==> src/rtl/afp_pkg.sv <==
/*
  Constants and carrier types for the amplifier fault supervisor.
  Assumes a 40 MHz ref_clk and digital comparator inputs from the analog
  front end (over-current, over-temperature, supply window, PWM sign).
*/
// Overview of operation
// - Output short: flag low, bridge high-Z, fault latched.
// - Die above 150 C: shutdown, bridge off, flag low, latched.
// - Duty above 60% at one polarity beyond 420 ms raises DC fault.
// - DC fault: flag low, bridge high-Z, latched until cleared.
// - Latches clear only by shutdown_n low; restart from high-Z.
// - Power-up interval of 10 ms before normal operation.
// - shutdown_n low mutes outputs and enters low-current state.
package afp_pkg;

  // ----------------------------------------------------------------
  // Timing
  // ----------------------------------------------------------------
  localparam int unsigned CLK_HZ        = 40000000;
  localparam int unsigned POWERUP_MS    = 10;
  localparam int unsigned DC_HOLD_MS    = 420;
  localparam int unsigned POWERUP_CYC   = CLK_HZ / 1000 * POWERUP_MS;
  localparam int unsigned DC_HOLD_CYC   = CLK_HZ / 1000 * DC_HOLD_MS;
  localparam int unsigned DC_WIN_CYC    = 100;
  localparam int unsigned DC_DUTY_PCT   = 60;
  localparam int unsigned DC_HIGH_LIM   = DC_WIN_CYC * DC_DUTY_PCT / 100;
  localparam int unsigned CNT_W         = 32;
  localparam int unsigned WIN_W         = 8;

  // ----------------------------------------------------------------
  // States
  // ----------------------------------------------------------------
  typedef enum logic [1:0] {
    AFP_POWERUP = 2'b00,
    AFP_SHUTDN  = 2'b01,
    AFP_RUN     = 2'b10,
    AFP_FAULT   = 2'b11
  } afp_state_e;

  // Latched fault causes
  typedef struct packed {
    logic dc_fault;
    logic over_temp;
    logic over_curr;
  } afp_fault_s;

  localparam afp_fault_s FAULT_NONE = '{default: 1'b0};

endpackage

==> src/rtl/afp_dc_detect.sv <==
/*
  Per-channel DC detector: measures the fraction of ref_clk cycles a
  PWM differential sign is high or low over fixed windows, and flags a
  channel whose windows keep one polarity above the duty limit too long.
  Assumes synchronised sign inputs and an active-low clear.
*/
`timescale 1ns/100ps
module afp_dc_detect #(
  parameter int unsigned HOLD_CYC = afp_pkg::DC_HOLD_CYC
) (
  // Clock and reset
  input  wire logic ref_clk,
  input  wire logic nrst,
  // Control
  input  wire logic enable,
  // Sampled sign: 1 means positive differential drive
  input  wire logic sign_pos,
  // Result
  output logic      dc_hit
);

  logic [afp_pkg::WIN_W-1:0] win_reg;
  logic [afp_pkg::WIN_W-1:0] pos_reg;
  logic [afp_pkg::CNT_W-1:0] hold_reg;
  logic [1:0]                pol_reg;
  logic                      hit_reg;

  // ----------------------------------------------------------------
  // Window evaluation
  // ----------------------------------------------------------------
  wire win_end  = (win_reg == afp_pkg::WIN_W'(afp_pkg::DC_WIN_CYC - 1));
  wire [afp_pkg::WIN_W-1:0] pos_tot = pos_reg + afp_pkg::WIN_W'(sign_pos);
  wire [afp_pkg::WIN_W-1:0] neg_tot =
    afp_pkg::WIN_W'(afp_pkg::DC_WIN_CYC) - pos_tot;
  wire hi_pos = pos_tot > afp_pkg::WIN_W'(afp_pkg::DC_HIGH_LIM);
  wire hi_neg = neg_tot > afp_pkg::WIN_W'(afp_pkg::DC_HIGH_LIM);
  wire [1:0] pol_now = {hi_neg, hi_pos};
  // Same polarity window after window keeps the timer running
  wire keep = (pol_now != 2'b00) && (pol_now == pol_reg || pol_reg == 2'b00);
  wire [afp_pkg::CNT_W-1:0] win_cyc = afp_pkg::CNT_W'(afp_pkg::DC_WIN_CYC);
  wire timeout = hold_reg >= afp_pkg::CNT_W'(HOLD_CYC);

  always_ff @(posedge ref_clk) begin
    if (!nrst || !enable) begin
      win_reg  <= '0;
      pos_reg  <= '0;
      hold_reg <= '0;
      pol_reg  <= 2'b00;
      hit_reg  <= 1'b0;
    end else if (win_end) begin
      win_reg  <= '0;
      pos_reg  <= '0;
      pol_reg  <= keep ? pol_now : 2'b00;
      hold_reg <= keep ? hold_reg + win_cyc : '0;
      hit_reg  <= keep && timeout;
    end else begin
      win_reg  <= win_reg + 1'b1;
      pos_reg  <= pos_tot;
    end
  end

  assign dc_hit = hit_reg;

endmodule

==> src/rtl/afp_fault_ctrl.sv <==
/*
  Fault supervisor for a stereo switching amplifier: power-up hold-off,
  shutdown handling, latched over-current, over-temperature and DC
  faults, and self-clearing supply window faults.
  Assumes analog comparators deliver asynchronous digital levels; the
  system processor drives shutdown_n and watches fault_flag_n.
*/
`timescale 1ns/100ps
module afp_fault_ctrl #(
  parameter int unsigned POWERUP_CYC = afp_pkg::POWERUP_CYC,
  parameter int unsigned DC_HOLD_CYC = afp_pkg::DC_HOLD_CYC
) (
  // Clock and reset
  input  wire logic ref_clk,
  input  wire logic nrst,
  // System control
  input  wire logic shutdown_n,
  // Analog comparator levels
  input  wire logic over_curr,
  input  wire logic over_temp,
  input  wire logic supply_low,
  input  wire logic supply_high,
  input  wire logic sign_pos_l,
  input  wire logic sign_pos_r,
  // Status and bridge control
  output logic      fault_flag_n,
  output logic      bridge_en,
  output logic      low_power,
  output logic      mute
);

  // ----------------------------------------------------------------
  // Input synchronisers
  // ----------------------------------------------------------------
  // Every pin is asynchronous to ref_clk; two stages each
  logic [6:0] sync1_reg;
  logic [6:0] sync2_reg;
  always_ff @(posedge ref_clk) begin
    if (!nrst) begin
      sync1_reg <= 7'h00;
      sync2_reg <= 7'h00;
    end else begin
      sync1_reg <= {shutdown_n, over_curr, over_temp, supply_low,
                    supply_high, sign_pos_l, sign_pos_r};
      sync2_reg <= sync1_reg;
    end
  end

  wire sd_n_s  = sync2_reg[6];
  wire oc_s    = sync2_reg[5];
  wire ot_s    = sync2_reg[4];
  wire uv_s    = sync2_reg[3];
  wire ov_s    = sync2_reg[2];
  wire sgn_l_s = sync2_reg[1];
  wire sgn_r_s = sync2_reg[0];

  // ----------------------------------------------------------------
  // State and latches
  // ----------------------------------------------------------------
  afp_pkg::afp_state_e       state_reg;
  afp_pkg::afp_state_e       state_next;
  afp_pkg::afp_fault_s       fault_reg;
  afp_pkg::afp_fault_s       fault_next;
  logic [afp_pkg::CNT_W-1:0] pu_reg;

  wire running   = (state_reg == afp_pkg::AFP_RUN);
  wire supply_ok = !uv_s && !ov_s;
  wire dc_l;
  wire dc_r;

  // One test for an empty latch set keeps flag and restart in step
  function automatic logic no_fault(afp_pkg::afp_fault_s f);
    return f == afp_pkg::FAULT_NONE;
  endfunction

  // ----------------------------------------------------------------
  // DC detectors
  // ----------------------------------------------------------------
  afp_dc_detect #(.HOLD_CYC(DC_HOLD_CYC)) u_dc_l (
    .ref_clk  (ref_clk),
    .nrst     (nrst),
    .enable   (running && supply_ok),
    .sign_pos (sgn_l_s),
    .dc_hit   (dc_l)
  );

  afp_dc_detect #(.HOLD_CYC(DC_HOLD_CYC)) u_dc_r (
    .ref_clk  (ref_clk),
    .nrst     (nrst),
    .enable   (running && supply_ok),
    .sign_pos (sgn_r_s),
    .dc_hit   (dc_r)
  );

  // New fault causes: over-current and DC while running, over-temperature in any state
  wire new_oc = running && oc_s;
  wire new_ot = ot_s;
  wire new_dc = running && (dc_l || dc_r);
  wire any_new = new_oc || new_ot || new_dc;

  // Set wins over clear: a fault seen during shutdown stays latched
  always_comb begin
    fault_next = fault_reg;
    if (!sd_n_s) begin
      fault_next = afp_pkg::FAULT_NONE;
    end
    if (new_oc) begin
      fault_next.over_curr = 1'b1;
    end
    if (new_ot) begin
      fault_next.over_temp = 1'b1;
    end
    if (new_dc) begin
      fault_next.dc_fault = 1'b1;
    end
  end

  wire pu_done = (pu_reg >= afp_pkg::CNT_W'(POWERUP_CYC - 1));

  always_comb begin
    case (state_reg)
      afp_pkg::AFP_POWERUP: begin
        state_next = pu_done ? afp_pkg::AFP_SHUTDN
                             : afp_pkg::AFP_POWERUP;
      end
      afp_pkg::AFP_SHUTDN: begin
        // Restart from high-Z only once latches are clear
        state_next = (sd_n_s && no_fault(fault_reg))
                     ? afp_pkg::AFP_RUN : afp_pkg::AFP_SHUTDN;
      end
      afp_pkg::AFP_RUN: begin
        if (any_new) begin
          state_next = afp_pkg::AFP_FAULT;
        end else if (!sd_n_s) begin
          state_next = afp_pkg::AFP_SHUTDN;
        end else begin
          state_next = afp_pkg::AFP_RUN;
        end
      end
      afp_pkg::AFP_FAULT: begin
        state_next = sd_n_s ? afp_pkg::AFP_FAULT
                            : afp_pkg::AFP_SHUTDN;
      end
      default: begin
        state_next = afp_pkg::AFP_POWERUP;
      end
    endcase
  end

  always_ff @(posedge ref_clk) begin
    if (!nrst) begin
      state_reg <= afp_pkg::AFP_POWERUP;
      fault_reg <= afp_pkg::FAULT_NONE;
      pu_reg    <= '0;
    end else begin
      state_reg <= state_next;
      fault_reg <= fault_next;
      pu_reg    <= pu_done ? pu_reg : pu_reg + 1'b1;
    end
  end

  // ----------------------------------------------------------------
  // Outputs
  // ----------------------------------------------------------------
  logic flag_n_reg;
  logic bridge_reg;
  logic lowp_reg;
  logic mute_reg;
  // Supply faults gate the bridge and the DC detectors but never touch the flag
  wire bridge_next = (state_next == afp_pkg::AFP_RUN) && supply_ok
                     && !any_new;
  always_ff @(posedge ref_clk) begin
    if (!nrst) begin
      flag_n_reg <= 1'b1;
      bridge_reg <= 1'b0;
      lowp_reg   <= 1'b1;
      mute_reg   <= 1'b1;
    end else begin
      flag_n_reg <= no_fault(fault_next);
      bridge_reg <= bridge_next;
      lowp_reg   <= (state_next != afp_pkg::AFP_RUN);
      mute_reg   <= (state_next != afp_pkg::AFP_RUN);
    end
  end

  assign fault_flag_n = flag_n_reg;
  assign bridge_en    = bridge_reg;
  assign low_power    = lowp_reg;
  assign mute         = mute_reg;
endmodule

==> config.mk <==
export PLATFORM = sky130hd
export DESIGN_NAME = afp_fault_ctrl
export DESIGN_NICKNAME = d
export VERILOG_FILES = /design/src/rtl/afp_pkg.sv /design/src/rtl/afp_dc_detect.sv /design/src/rtl/afp_fault_ctrl.sv
export SDC_FILE = /design/constraint.sdc
export NUM_CORES = 1
export LEC_CHECK = 0
export CORE_MARGIN = 4
export CORE_UTILIZATION = 28
export DETAILED_ROUTE_END_ITERATION = 16
export DONT_BUFFER_PORTS = 1
export GPL_ROUTABILITY_DRIVEN = 0
export HOLD_SLACK_MARGIN = 0.05
export MAX_ROUTING_LAYER = met4
export PLACE_DENSITY = 0.42
export SLEW_MARGIN = 15
export SYNTH_ARGS = -nofsm -noshare
export SYNTH_HDL_FRONTEND = slang
export SYNTH_SLANG_ARGS = --single-unit
==> constraint.sdc <==
create_clock -name ref_clk -period 2.8 [get_ports ref_clk]
set_input_delay 0.42 -clock ref_clk [delete_from_list [all_inputs] [get_ports ref_clk]]
set_output_delay 0.42 -clock ref_clk [all_outputs]
set_load 0.01 [all_outputs]
-- After elaboration in Yosys (flattened, before gate mapping)
Index checks and enable logic that the tools add are counted.
- output and inout bits: 4
- input port bits: 9
- register bits: 156
- equal/unequal tests: 9
- muxes and demuxes: 14
- add/subtract/negate cells: 9
- $lt $le $gt $ge: 7
- reductions and logical operators: 31
- operators by type and width (cell ; count):
    32-bit by 7-bit adder with 32-bit output (second input constant) ; 2
    32-bit by 25-bit >= comparator with 1-bit output (second input constant) ; 2
    32-bit 2-to-1 mux ; 2
    32-bit by 1-bit adder with 32-bit output (second input constant) ; 1
    32-bit by 19-bit >= comparator with 1-bit output (second input constant) ; 1
    8-bit by 6-bit > comparator with 1-bit output (second input constant) ; 4
    8-bit by 1-bit adder with 8-bit output ; 2
    8-bit by 1-bit adder with 8-bit output (second input constant) ; 2
    8-bit by 7-bit equality test with 1-bit output (second input constant) ; 2
    7-bit by 8-bit subtractor with 8-bit output (first input constant) ; 2
    2-bit 2-to-1 mux ; 6
    1-bit logical AND ; 11
    2-bit one-hot mux with 4 select lines ; 1
    2-bit equality test (second input constant) ; 3
    2-bit logical NOT ; 3
    3-bit logical NOT ; 2
    1-bit logical OR ; 6
    1-bit logical NOT ; 5
    2-bit equality test ; 2
    1-bit 2-to-1 mux ; 4
    2-bit nonzero test ; 2
    2-bit OR reduction ; 2
    3-bit 2-to-1 mux ; 1
    2-bit by 1-bit equality test with 1-bit output (second input constant) ; 1
    2-bit != test (second input constant) ; 1

-- Depth between registers and ports, before layout
- depth in word-level cells: 9
- gate-level depth with buffers: 12
- gate-level depth less buffers: 9

-- Modules after synthesis
A second synthesis with hierarchy kept.
- cells, all modules: 785
- area, all modules: 6875.3 µm²
- modules (own cells, without submodules) (module ; cells an instance ; area an instance (µm²) ; instances ; seq. area each (µm²)):
    afp_dc_detect ; 289 ; 2427.3 ; 2 ; 980.9
    afp_fault_ctrl ; 207 ; 2020.7 ; 1 ; 1081.0

-- Least setup slack after synthesis
OpenSTA, ideal clock, no wires.
- path kind: register to register
- from: register u_dc_r.pos_reg[0] (netlist bit)
- to: register u_dc_r.hold_reg[25] (netlist bit)
- cell stages (with the launch flop): 11
- arrival: 2.654 ns
- data required time: 2.685 ns
- path slack: 0.031 ns
- path through: dfxtp_1 -> ha_1 -> ha_1 -> buf_2 -> or4_1 -> a21boi_0 -> a211o_1 -> and3_1 -> o31ai_4 -> buf_6 -> nor2_1
- longest elaborated chain between the ends: 7
- elaborated cells between the ends (all ways): 9
- those cells by class: 2 x add/sub; 2 x order compare; 1 x eq/ne; 1 x mux; 3 x reduce/logical
- ends and longest elaborated chain (what ; line ; source):
    from (decl) ; afp_dc_detect.sv:23 ; logic [afp_pkg::WIN_W-1:0] pos_reg;
    from (signal assigned) ; afp_dc_detect.sv:58 ; pos_reg <= pos_tot;
    8-bit by 1-bit adder with 8-bit output (*) ; afp_dc_detect.sv:32 ; wire [afp_pkg::WIN_W-1:0] pos_tot = pos_reg + afp_pkg::WIN_W'(sign_pos);
    7-bit by 8-bit subtractor with 8-bit output ; afp_dc_detect.sv:34 ; afp_pkg::WIN_W'(afp_pkg::DC_WIN_CYC) - pos_tot;
    8-bit by 6-bit > comparator with 1-bit output ; afp_dc_detect.sv:36 ; wire hi_neg = neg_tot > afp_pkg::WIN_W'(afp_pkg::DC_HIGH_LIM);
    2-bit equality test ; afp_dc_detect.sv:39 ; wire keep = (pol_now != 2'b00) && (pol_now == pol_reg || pol_reg == 2'b00);
    1-bit logical OR ; afp_dc_detect.sv:39 ;
    1-bit logical AND (*) ; afp_dc_detect.sv:39 ;
    32-bit 2-to-1 mux (*) ; afp_dc_detect.sv:54 ; hold_reg <= keep ? hold_reg + win_cyc : '0;
    to (signal assigned) ; afp_dc_detect.sv:54 ;
    to (decl) ; afp_dc_detect.sv:24 ; logic [afp_pkg::CNT_W-1:0] hold_reg;
Every way passes the cells marked *; elsewhere a longest branch is shown, timed or not.
A chain may end at the register's enable or synchronous reset.

-- Final worst setup path
- from: register sync2_reg[0]
- to: register u_dc_r.hold_reg[27] (netlist bit)
- longest elaborated chain between the ends: 7
- elaborated cells between the ends (all ways): 9
- those cells by class: 2 x add/sub; 2 x order compare; 1 x eq/ne; 1 x mux; 3 x reduce/logical
- ends and longest elaborated chain (what ; line ; source):
    from (decl) ; afp_fault_ctrl.sv:37 ; logic [6:0] sync2_reg;
    from (signal assigned) ; afp_fault_ctrl.sv:45 ; sync2_reg <= sync1_reg;
    8-bit by 1-bit adder with 8-bit output (*) ; afp_dc_detect.sv:32 ;
    7-bit by 8-bit subtractor with 8-bit output ; afp_dc_detect.sv:34 ;
    8-bit by 6-bit > comparator with 1-bit output ; afp_dc_detect.sv:36 ;
    2-bit equality test ; afp_dc_detect.sv:39 ;
    1-bit logical OR ; afp_dc_detect.sv:39 ;
    1-bit logical AND (*) ; afp_dc_detect.sv:39 ;
    32-bit 2-to-1 mux (*) ; afp_dc_detect.sv:54 ;
Marks and branches as above.

==> qor.txt <==
M1 GR Usage = 14.5%
first-pass GRT wire length = 24600 um
FF+latch count, synth = 152
DR iter-0 viols = 278
Synth Warn # = 0
Post-synth EDFFs = 0
leakage = 2.83 nW
detailed-route wire length per cell = 12.8 um
critical path data required time = 3120 ps
IO Pins = 13
PwrDens = 564 nW/um2
vias per cell = 4.66
die height = 165 um
Tcrit/Tclk final = 97.3%
CTS tree = built
Root Driver = clkbuf_16
Fin Clk Skew = 10.4 ps
all-layer global routing usage = 11.4%
top library cells by usage in the layout, fill and taps aside = dfxtp_1 (152), nor2_1 (99), and2_1 (59), xor2_1 (59), nand2_1 (56)
clock sink count = 152
initial antenna violation count = 0
Routed WL = 14500 um
worst skew pair latency = 430 ps
slew margin rel. = 61.9%
First-pass DRT Iterations = 6
CTS buffer count = 17
mean post-synth cell area = 8.84 um2
Least-Margin Pin Slew = 570 ps
cell area after layout = 8080 um2
Seq/Total Area, Yosys = 43.9%
met3 Resource Use GR = 2.95%
Overflow after GRT = 0
largest net degree at the start of global routing = 55
CP arrival = 3040 ps
dpl ws = 71.2 ps
vias in the first global route = 5155
Hold WC Path Type = in2reg
fin util = 33.2%
minimum clock period after layout = 2730 ps
most common cell after layout, fill and taps aside = dfxtp_1
peak supply drop = 0.296 mV
Fillers = 2545
crit-path max FO = 7
Critical Path Sink Type = register
Final Max Slew Viols = 0
DP Wirelength = 9150 um
total power = 4.56 mW
area grow syn2layout = 16.5%
core area = 24300 um2
ys async rst share = 0%
outcome = complete, no violations
Post-CTS Hold Buffers = 0
gr busiest metal = met2
deepest clock path buffer count = 2
# rows = 57
mapped cell area = 6940 um2
Setup WS post-layout = 74.7 ps
Placed Instance Area = 7310 um2
final setup violation count = 0
Die Width = 165 um
Mapped Cells = 785
Crit Path Category = reg2reg
Synth cell types = 69
IO Port Bufs = 0
Largest register FFs = 32
Fmax = 0.367 GHz
Total Nets Final = 818
Ant. Diodes = 0
Initial Util = 28.5%
CTS H-tree lvls = 4
die area = 27400 um2
Detail Route Antenna Nets = 0
Via Count = 5281
Setup crit start kind = register
maxcap violations = 0
Mapped Nets = 806
endpoints failing hold = 0
clk slew on worst S/H paths = 70 ps
met2 Track Usage GR = 17.3%
layout cells sized above 1 = 9.51%
DRC violations left = 0
Main synth FF type = dfxtp_1
[report_power, final]
group,switching (mW),total [mW],internal (mW)
sequential,0.00895,2.18,2.17
combinational,0.0119,0.0255,0.0137
clock,1.03,2.35,1.32
total,1.05,4.56,3.51
[critical path, stage by stage (launching register included)]
cell and delay (ps):
dfxtp_1 300, ha_2 200, ha_4 190, or4_4 530
a21boi_2 170, a211o_1 330, and3_4 210, o31ai_4 310
buf_6 180, clkbuf_16 150, nor2_1 50
[routing by layer]
metal	vias to the layer above	share of wire, %
li1	2774	-
met3	22	2.3
met2	47	45
met5	-	0
met1	2438	51
met4	0	1.9
[cell type report]
type	count	area (um2)	share of cell area (%)
timing repair buffer	21	216	2.68
tap	324	405	5.02
clock buffer	19	453	5.60
multi-input combinational	590	3750	46.5
inverter	15	56.3	0.697
sequential	152	3040	37.7
clock inverter	13	153	1.89
[cell usage after synthesis (4+ instances only)]
cell | count | share of area (%)
clkbuf_1 | 18 | 0.97
o21ai_0 | 15 | 1.1
a211oi_1 | 4 | 0.43
nand2_1 | 56 | 3.0
a21oi_1 | 9 | 0.65
a31oi_1 | 6 | 0.54
dfxtp_1 | 152 | 44
xor2_1 | 59 | 7.4
and4_1 | 6 | 0.76
xnor2_1 | 30 | 3.8
nor3_1 | 45 | 3.2
nor2_1 | 99 | 5.4
and3_1 | 15 | 1.4
nand3_1 | 49 | 3.5
ha_1 | 12 | 2.2
and2_1 | 59 | 5.3
nand4_1 | 15 | 1.4
inv_1 | 15 | 0.81
buf_6 | 4 | 0.65
a21boi_0 | 5 | 0.54
or3_1 | 11 | 0.99
nor4_1 | 16 | 1.4
or4_1 | 5 | 0.54
nor2b_1 | 6 | 0.54
[logic make-up after synthesis]
| family | Yosys count | share of synthesized area [%] |
|---|---|---|
| adder cells (fa/ha/maj) | 12 | 2.16 |
| flip-flops | 152 | 43.9 |
| AND/OR/NAND/NOR | 400 | 29.9 |
| buffers and inverters | 44 | 3.05 |
| AO/OA/AOI/OAI | 85 | 9.34 |
| XOR/XNOR | 89 | 11.2 |
| multiplexers | 3 | 0.433 |
[per-stage QoR]
step / cells / TNS (ps) / hold WS, ps
floorplan: 785 / 0 / 412
global placement: 1095 / 0 / 421
detailed placement: 1095 / 0 / 418
CTS: 1127 / 0 / 63.2
global route: 1134 / -134 / 79.3
finish: 1134 / 0 / 93.1
[timing repair]
item                                    in CTS  in global routing
resized for setup                            0                 14
buffers inserted                             0                  3
endpoints found under the setup margin       0                 60
[worst paths after layout]
path	startpoint	to	slack, ps	cells after the start
min reg2reg	sync1_reg[5]	sync2_reg[5]	430	1
max reg2reg	sync2_reg[0]	u_dc_r.hold_reg[27]	70	10
max	sync2_reg[0]	u_dc_r.hold_reg[27]	70	10
min	nrst	mute	90	1
Power figures use the tool's default switching activity.
